**config.mk**
```make
export PLATFORM = sky130hd
export DESIGN_NAME = pvcir_regs
export DESIGN_NICKNAME = d
export VERILOG_FILES = /design/src/hw/pvcir_pkg.sv /design/src/hw/pvcir_energy_timer.sv /design/src/hw/pvcir_regs.sv
export VERILOG_INCLUDE_DIRS = /design/src /design/src/hw
export SDC_FILE = /design/constraint.sdc
export NUM_CORES = 1
export LEC_CHECK = 0
export BUFFER_PORTS_ARGS = -buffer_cell sky130_fd_sc_hd__buf_4
export CAP_MARGIN = 20
export CELL_PAD_IN_SITES_DETAIL_PLACEMENT = 0
export CELL_PAD_IN_SITES_GLOBAL_PLACEMENT = 2
export CORE_ASPECT_RATIO = 0.6
export CORE_MARGIN = 2
export CORE_UTILIZATION = 36
export CTS_CLUSTER_SIZE = 8
export DETAILED_ROUTE_END_ITERATION = 8
export HOLD_SLACK_MARGIN = 0.03
export MAX_ROUTING_LAYER = met4
export PLACE_DENSITY_LB_ADDON = 0.15
export SETUP_SLACK_MARGIN = 0.02
export SLEW_MARGIN = 20
export SYNTH_ARGS = -nofsm -noshare
export SYNTH_HDL_FRONTEND = slang
export SYNTH_SLANG_ARGS = --single-unit
```
**constraint.sdc**
```tcl
create_clock -name clk_i -period 4.5 [get_ports clk_i]
set_input_delay 0.225 -clock clk_i [delete_from_list [all_inputs] [get_ports clk_i]]
set_output_delay 0.225 -clock clk_i [all_outputs]
set_load 0.03 [all_outputs]
```
**src/hw/pvcir_consts.svh**
```systemverilog
/*
 * constants of the vendor control and interrupt register bank:
 * register indices, field positions, reset values and timing counts.
 * assumes it is included by bare name from the design files and the bench.
 */
`ifndef PVCIR_CONSTS_SVH
`define PVCIR_CONSTS_SVH

// management indices (decimal 27, 29, 30, 31)
`define PVCIR_IDX_XOVER      5'h1B
`define PVCIR_IDX_FLAGS      5'h1D
`define PVCIR_IDX_MASK       5'h1E
`define PVCIR_IDX_SPECIAL    5'h1F

// crossover/polarity control fields
`define PVCIR_B_AUTOX_DIS    15
`define PVCIR_B_PAIR_SWAP    13
`define PVCIR_B_HB_OFF       11
`define PVCIR_B_RX_POL       4

// flag and mask field span
`define PVCIR_EVT_HI         7
`define PVCIR_EVT_LO         1
`define PVCIR_B_EVT_ENERGY   7

// special status fields
`define PVCIR_B_AN_DONE      12
`define PVCIR_B_ENC_EN       6
`define PVCIR_SPD_HI         4
`define PVCIR_SPD_LO         2
`define PVCIR_RSV_HI         11
`define PVCIR_RSV_LO         7

// reset values
`define PVCIR_RST_AUTOX_DIS  1'h0
`define PVCIR_RST_PAIR_SWAP  1'h0
`define PVCIR_RST_HB_OFF     1'h0
`define PVCIR_RST_MASK       7'h00
`define PVCIR_RST_ENC_EN     1'h1
`define PVCIR_RST_RSV        5'h00

// energy timeout: milliseconds, clock in kHz, derived cycle count
`define PVCIR_ENERGY_MS      256
`define PVCIR_CLK_KHZ        100000
`define PVCIR_ENERGY_CYC     (`PVCIR_ENERGY_MS * `PVCIR_CLK_KHZ)

`endif

```
**src/hw/pvcir_pkg.sv**
```systemverilog
/*
 * types shared by the register bank files.
 * assumes nothing beyond a systemverilog compiler.
 */
package pvcir_pkg;

    typedef logic [4:0]  pvcir_idx_t;
    typedef logic [15:0] pvcir_word_t;
    typedef logic [7:1]  pvcir_evt_t;
    typedef logic [24:0] pvcir_cnt_t;

endpackage : pvcir_pkg

```
**src/hw/pvcir_energy_timer.sv**
```systemverilog
/*
 * line energy watchdog: holds the energy-seen status and drops it
 * after a full timeout window with no valid energy.
 * assumes energy_i is synchronous to clk_i.
 */
`timescale 1ns/100ps
`include "pvcir_consts.svh"

module pvcir_energy_timer #(
    parameter int unsigned TIMEOUT_CYC = `PVCIR_ENERGY_CYC
) (
    input  wire logic clk_i,
    input  wire logic rst_n_i,
    input  wire logic energy_i,
    output logic      seen_o
);

    pvcir_pkg::pvcir_cnt_t cnt;
    pvcir_pkg::pvcir_cnt_t next_cnt;
    logic                  next_seen;

    // limit held at counter width; default fits 25 bits
    localparam pvcir_pkg::pvcir_cnt_t LIMIT = TIMEOUT_CYC[24:0] - 25'h0000001;

    // energy restarts the window; a soft reset never reaches here
    always_comb
    begin
        next_cnt  = cnt;
        next_seen = seen_o;
        if (energy_i)
        begin
            next_cnt  = 25'h0000000;
            next_seen = 1'b1;
        end
        else if (seen_o)
        begin
            if (cnt >= LIMIT)
                next_seen = 1'b0;
            else
                next_cnt = cnt + 25'h0000001;
        end
    end

    // hardware reset starts with energy assumed present
    always_ff @(posedge clk_i or negedge rst_n_i)
    begin
        if (!rst_n_i)
        begin
            cnt    <= 25'h0000000;
            seen_o <= 1'b1;
        end
        else
        begin
            cnt    <= next_cnt;
            seen_o <= next_seen;
        end
    end

endmodule : pvcir_energy_timer

```
**src/hw/pvcir_regs.sv**
```systemverilog
/*
 * vendor control, interrupt flag/mask and special status registers of
 * a 10/100 transceiver, reached by management index from the smi engine.
 * assumes all inputs come from core logic on clk_i; events are levels.
 */
`timescale 1ns/100ps
`include "pvcir_consts.svh"

module pvcir_regs #(
    parameter int unsigned ENERGY_CYC = `PVCIR_ENERGY_CYC
) (
    input  wire logic                    clk_i,
    input  wire logic                    rst_n_i,
    input  wire logic                    soft_rst_i,
    input  wire pvcir_pkg::pvcir_idx_t   mgmt_idx_i,
    input  wire logic                    mgmt_wr_i,
    input  wire logic                    mgmt_rd_i,
    input  wire pvcir_pkg::pvcir_word_t  mgmt_wdata_i,
    input  wire logic                    rx_polarity_reversed_i,
    input  wire logic                    line_energy_i,
    input  wire logic                    an_done_i,
    input  wire pvcir_pkg::pvcir_evt_t   evt_i,
    input  wire logic [2:0]              resolved_speed_duplex_i,
    input  wire logic                    alt_irq_scheme_i,
    output pvcir_pkg::pvcir_word_t       mgmt_rdata_o,
    output logic                         mgmt_rvalid_o,
    output logic                         auto_crossover_disable_o,
    output logic                         manual_pair_swap_o,
    output logic                         heartbeat_test_off_o,
    output logic                         enc_4b5b_enable_o,
    output logic                         line_energy_seen_o,
    output logic                         irq_o
);

    // index match, used by the read clear and all three write decoders
    function automatic logic hit(input pvcir_pkg::pvcir_idx_t idx,
                                 input pvcir_pkg::pvcir_idx_t target);
        hit = (idx == target);
    endfunction : hit

    pvcir_pkg::pvcir_evt_t  flags;
    pvcir_pkg::pvcir_evt_t  next_flags;
    pvcir_pkg::pvcir_evt_t  mask;
    pvcir_pkg::pvcir_evt_t  next_mask;
    pvcir_pkg::pvcir_evt_t  evt_now;
    pvcir_pkg::pvcir_evt_t  irq_src;
    logic [4:0]             rsv31;
    logic [4:0]             next_rsv31;
    logic                   next_autox;
    logic                   next_swap;
    logic                   next_hb;
    logic                   next_enc;
    logic                   next_irq;
    logic                   energy_q;
    logic                   energy_rise;
    logic                   clr_flags;
    logic                   wr_x;
    logic                   wr_m;
    logic                   wr_s;
    pvcir_pkg::pvcir_word_t next_rdata;

    // energy watchdog drives the status bit straight from its flop
    pvcir_energy_timer #(
        .TIMEOUT_CYC (ENERGY_CYC)
    ) u_energy (
        .clk_i    (clk_i),
        .rst_n_i  (rst_n_i),
        .energy_i (line_energy_i),
        .seen_o   (line_energy_seen_o)
    );

    // bit 7 comes from the rise of energy status, others from core
    assign energy_rise = line_energy_seen_o & ~energy_q;
    assign evt_now     = {energy_rise, evt_i[6:1]};
    assign clr_flags   = mgmt_rd_i & hit(mgmt_idx_i, `PVCIR_IDX_FLAGS);
    assign wr_x        = mgmt_wr_i & hit(mgmt_idx_i, `PVCIR_IDX_XOVER);
    assign wr_m        = mgmt_wr_i & hit(mgmt_idx_i, `PVCIR_IDX_MASK);
    assign wr_s        = mgmt_wr_i & hit(mgmt_idx_i, `PVCIR_IDX_SPECIAL);

    // per-bit latch: a live event beats the read clear
    genvar g;
    generate
        for (g = `PVCIR_EVT_LO; g <= `PVCIR_EVT_HI; g++)
        begin : g_flag
            assign next_flags[g] = (flags[g] & ~clr_flags) | evt_now[g];
            // alternate scheme follows the live source, primary the latch
            assign irq_src[g] = mask[g] & (alt_irq_scheme_i ? evt_now[g] : flags[g]);
        end
    endgenerate

    // writable control; heartbeat bit survives a soft reset
    always_comb
    begin
        next_autox = auto_crossover_disable_o;
        next_swap  = manual_pair_swap_o;
        next_hb    = heartbeat_test_off_o;
        next_enc   = enc_4b5b_enable_o;
        next_mask  = mask;
        next_rsv31 = rsv31;
        if (soft_rst_i)
        begin
            next_autox = `PVCIR_RST_AUTOX_DIS;
            next_swap  = `PVCIR_RST_PAIR_SWAP;
            next_enc   = `PVCIR_RST_ENC_EN;
            next_mask  = `PVCIR_RST_MASK;
            next_rsv31 = `PVCIR_RST_RSV;
        end
        else
        begin
            if (wr_x)
            begin
                next_autox = mgmt_wdata_i[`PVCIR_B_AUTOX_DIS];
                next_swap  = mgmt_wdata_i[`PVCIR_B_PAIR_SWAP];
                next_hb    = mgmt_wdata_i[`PVCIR_B_HB_OFF];
            end
            if (wr_m)
                next_mask = mgmt_wdata_i[`PVCIR_EVT_HI:`PVCIR_EVT_LO];
            if (wr_s)
            begin
                next_enc   = mgmt_wdata_i[`PVCIR_B_ENC_EN];
                next_rsv31 = mgmt_wdata_i[`PVCIR_RSV_HI:`PVCIR_RSV_LO];
            end
        end
        next_irq = |irq_src;
    end

    // read mux; unmapped indices and unused bits read zero, index 31 reserved field reads back
    always_comb
    begin
        next_rdata = 16'h0000;
        case (mgmt_idx_i)
            `PVCIR_IDX_XOVER:
            begin
                next_rdata[`PVCIR_B_AUTOX_DIS] = auto_crossover_disable_o;
                next_rdata[`PVCIR_B_PAIR_SWAP] = manual_pair_swap_o;
                next_rdata[`PVCIR_B_HB_OFF]    = heartbeat_test_off_o;
                next_rdata[`PVCIR_B_RX_POL]    = rx_polarity_reversed_i;
            end
            `PVCIR_IDX_FLAGS:
                next_rdata[`PVCIR_EVT_HI:`PVCIR_EVT_LO] = flags;
            `PVCIR_IDX_MASK:
                next_rdata[`PVCIR_EVT_HI:`PVCIR_EVT_LO] = mask;
            `PVCIR_IDX_SPECIAL:
            begin
                next_rdata[`PVCIR_B_AN_DONE] = an_done_i;
                next_rdata[`PVCIR_RSV_HI:`PVCIR_RSV_LO] = rsv31;
                next_rdata[`PVCIR_B_ENC_EN] = enc_4b5b_enable_o;
                next_rdata[`PVCIR_SPD_HI:`PVCIR_SPD_LO] = resolved_speed_duplex_i;
            end
            default:
                next_rdata = 16'h0000;
        endcase
    end

    // all register state; rdata is held between reads
    always_ff @(posedge clk_i or negedge rst_n_i)
    begin
        if (!rst_n_i)
        begin
            flags                    <= 7'h00;
            mask                     <= `PVCIR_RST_MASK;
            rsv31                    <= `PVCIR_RST_RSV;
            energy_q                 <= 1'b1;
            auto_crossover_disable_o <= `PVCIR_RST_AUTOX_DIS;
            manual_pair_swap_o       <= `PVCIR_RST_PAIR_SWAP;
            heartbeat_test_off_o     <= `PVCIR_RST_HB_OFF;
            enc_4b5b_enable_o        <= `PVCIR_RST_ENC_EN;
            irq_o                    <= 1'b0;
            mgmt_rdata_o             <= 16'h0000;
            mgmt_rvalid_o            <= 1'b0;
        end
        else
        begin
            flags                    <= soft_rst_i ? 7'h00 : next_flags;
            mask                     <= next_mask;
            rsv31                    <= next_rsv31;
            energy_q                 <= line_energy_seen_o;
            auto_crossover_disable_o <= next_autox;
            manual_pair_swap_o       <= next_swap;
            heartbeat_test_off_o     <= next_hb;
            enc_4b5b_enable_o        <= next_enc;
            irq_o                    <= next_irq;
            mgmt_rdata_o             <= mgmt_rd_i ? next_rdata : mgmt_rdata_o;
            mgmt_rvalid_o            <= mgmt_rd_i;
        end
    end
endmodule : pvcir_regs

```
==> summary.txt <==
Finish
  • Nets: 442
  • # diodes: 0
  • Post-route cell area: 0.004088 sq mm
  • FF/Latch Area: 0.001655 sq mm
  • Area of the multi-input gates: 0.001511 sq mm
  • Layout area overhead: 23.05%
  • Final non-filler cell total: 522
  • Fin util: 0.4515
  • Layout cell share with drive strength beyond 1: 0.2488
  • Fillers: 900

Yosys
  • Syn Area/Cell: 9.411 sq um
  • Yosys top cell area share: 0.4746
  • Area contributors post-synth: dfrtp_1, mux2_2, a21oi_1
  • Cell taking the most area after synthesis: dfrtp_1
  • Synth Register Bits: 66
  • Mapped Cells: 353
  • Synth Warn #: 0
  • Ys flop type: dfrtp_1
  • Mapped Area: 0.003322 sq mm
  • Synth Area in XOR/XNOR: 0.01582
  • Synth cell count leaders: dfrtp_1, a21oi_1, nand3_1, nor2_1, nand2_1
  • Yosys cell types: 43
  • Synth Area in Compound Gates: 0.1341
  • Post-synth EDFFs: 0
  • Synth Area in Adders: 0.003766
  • Main combinational cell family by area after synthesis: simple AND/OR/NAND/NOR gates
  • Top-count cell post-synth: dfrtp_1
  • Simple-gate share of the synthesized area: 0.2347
  • Ys async rst share: 1.000
  • Mux share of post-synthesis cell area: 0.06441
  • Seq/Total Area, Yosys: 0.4983

Worst setup path
  • Worst Path Max Fanout: 27
  • Worst path slowest cell: nor3_4
  • CP Capture Type: flop
  • FF-to-FF Start: u_energy.cnt[16]$_DFFE_PN0P_
  • Worst Setup Start Kind: flop
  • WP data required: 4.71 ns
  • Setup CP Type: reg -> reg
  • CP Buf/Inv Count: 0
  • Arrival time worst endpoint: 3.02 ns
  • Top cell family by delay on the critical path: simple AND/OR/NAND/NOR gates
  • Worst reg2reg path depth: 5
  • CP max stage delay: 0.73 ns
  • Worst path cell trace: or4b_1 > or4b_4 > nor3_4 > nor4_1 > mux2_2
  • Reg2Reg Setup Slack: 1.69 ns
  • FF-to-FF End: u_energy.cnt[11]$_DFFE_PN0P_

Timing
  • Worst Skew: 0.002373 ns
  • Post-layout minimum cycle time: 2.807 ns
  • Setup TNS: 0 ns
  • RSZ-0062 raised after global routing: no
  • Max_slew headroom: 0.3769
  • Final Cycle Share: 0.6238
  • Setup violators final: 0
  • WHS: -0.001549 ns
  • Final Hold Vio Count: 2
  • Actual slew at the worst max-slew pin: 0.9316 ns
  • Max Clock Freq: 356.3 MHz
  • Fin. max-slew vios: 0
  • Fin worst setup slack: 1.693 ns

Outcome
  • Outcome: finished, violations left
  • Failing checks: hold timing

Clock tree
  • Clock slew at reported path FFs: 0.06 ns
  • Post-CTS Hold Buffers: 0
  • CTS max path bufs: 2
  • PostCTS Resize Cnt: 0
  • Clock Sinks: 66
  • H-tree Lvls: 3
  • Worst-Skew Late Latency: 0.33 ns
  • CTS Buf Count: 9
  • Root Driver: clkbuf_16
  • # Post-CTS Setup Buffers: 0
  • CTS tree: built

Floorplan
  • Die Ht: 78.41 um
  • Core box area: 0.009054 sq mm
  • I/O pin total: 63
  • Initial Util: 0.3669
  • Row cnt: 27
  • Die width: 128.0 um
  • Die Area: 0.01004 sq mm

Pwr
  • Power Dens Cells: 343.1 mW/mm^2
  • Worst VDD drop: 0.2049 mV
  • P_leak: 1.727 nW
  • Overall power: 1.402 mW

Run
  • Max-Cap Viols: 0

Global route
  • Vias in the first global route: 2,695
  • Gr usage total: 0.1960
  • Grt ovf: 0
  • Largest net degree at the start of global routing: 67
  • Initial antenna violation count: 0
  • Global-route wire length before repair: 14.48 mm

Hold path
  • Worst min-delay path class: in -> async

Route
  • DR iter-0 viols: 203
  • # DRC: 0
  • DR vias/cell: 5.352
  • Routed WL: 8.772 mm
  • DR WL/cell: 16.80 um
  • Antenna Violating Nets Remaining: 0
  • Vias: 2,794
  • First-pass iteration count of the detailed router: 5

Placed design
  • I/O Buffers: 56
  • Final GP Congestion: 0.7874
  • Dpl ws: 1.727 ns
  • Placed inst area: 0.003796 sq mm
  • Dpl hpwl: 6.113 mm
  • Placed Cells: 506
layer usage:
metal / part of all wire / vias up / global-route usage
li1: - / 1376 / -
met1: 0.56 / 1354 / 0.3054
met2: 0.39 / 57 / 0.2406
met3: 0.043 / 7 / 0.04635
met4: 0.0075 / 0 / 0.06703
met5: 0 / - / -
cells by family (layout without fill, tap and decap cells):
| kind of cell | Yosys count | after routing |
|---|---|---|
| AO/OA/AOI/OAI | 75 | 75 |
| buffers and inverters | 35 | 87 |
| flip-flops | 66 | 66 |
| other | 1 | 2 |
| AND/OR/NAND/NOR | 150 | 150 |
| adder cells (fa/ha/maj) | 1 | 1 |
| XOR/XNOR | 6 | 6 |
| multiplexers | 19 | 19 |
power by group:
part / switching [mW] / internal (mW) / total (mW)
sequential: 0.0111 / 0.607 / 0.618
clock: 0.255 / 0.416 / 0.671
combinational: 0.0671 / 0.0467 / 0.114
total: 0.333 / 1.07 / 1.40
registers in the layout, indices dropped and copies added, names as in the netlist:
signal	flops
u_energy.seen_o	1
rsv31	5
mgmt_rdata_o	14
u_energy.cnt	25
enc_4b5b_enable_o	1
mask	7
flags	7
auto_crossover_disable_o	1
mgmt_rvalid_o	1
energy_q	1
manual_pair_swap_o	1
heartbeat_test_off_o	1
irq_o	1
worst max-delay path by stage:
stage / end / cells past startpoint / slack, ns / from
2_1_floorplan: u_energy.cnt[7]$_DFFE_PN0P_ / 6 / 2.27 / u_energy.cnt[16]$_DFFE_PN0P_
3_3_place_gp: u_energy.cnt[11]$_DFFE_PN0P_ / 5 / 1.73 / u_energy.cnt[16]$_DFFE_PN0P_
3_5_place_dp: u_energy.cnt[11]$_DFFE_PN0P_ / 5 / 1.73 / u_energy.cnt[16]$_DFFE_PN0P_
4_1_cts: u_energy.cnt[11]$_DFFE_PN0P_ / 5 / 1.72 / u_energy.cnt[16]$_DFFE_PN0P_
5_1_grt: u_energy.cnt[11]$_DFFE_PN0P_ / 5 / 1.50 / u_energy.cnt[16]$_DFFE_PN0P_
6_report: u_energy.cnt[11]$_DFFE_PN0P_ / 5 / 1.69 / u_energy.cnt[16]$_DFFE_PN0P_
layout by cell type (no fill, tap or decap), types with 3 or more instances in the layout:
master      n
o31ai_1     7
mux2_2     19
clkbuf_16   9
dfstp_2     3
a21oi_1    39
o22ai_1     4
nand2_1    29
o21ai_0     8
a22oi_1    11
nor2b_1    10
nor4_1     15
nand4_1     6
xnor2_1     6
or4_1       7
nor2_1     32
buf_4      58
and3_1      5
inv_1      13
nand3_1    33
dfrtp_1    63
clkbuf_8    3
layout make-up:
type,instances,share of cell area
flip-flops and latches,66,0.4050
multi-input cells,253,0.3698
repair buffers,58,0.1065
clock buffers,12,0.06520
well taps,116,0.03551
inverters,13,0.01194
clock inverters,4,0.006122
No activity file was read; power rests on OpenSTA's default activity.
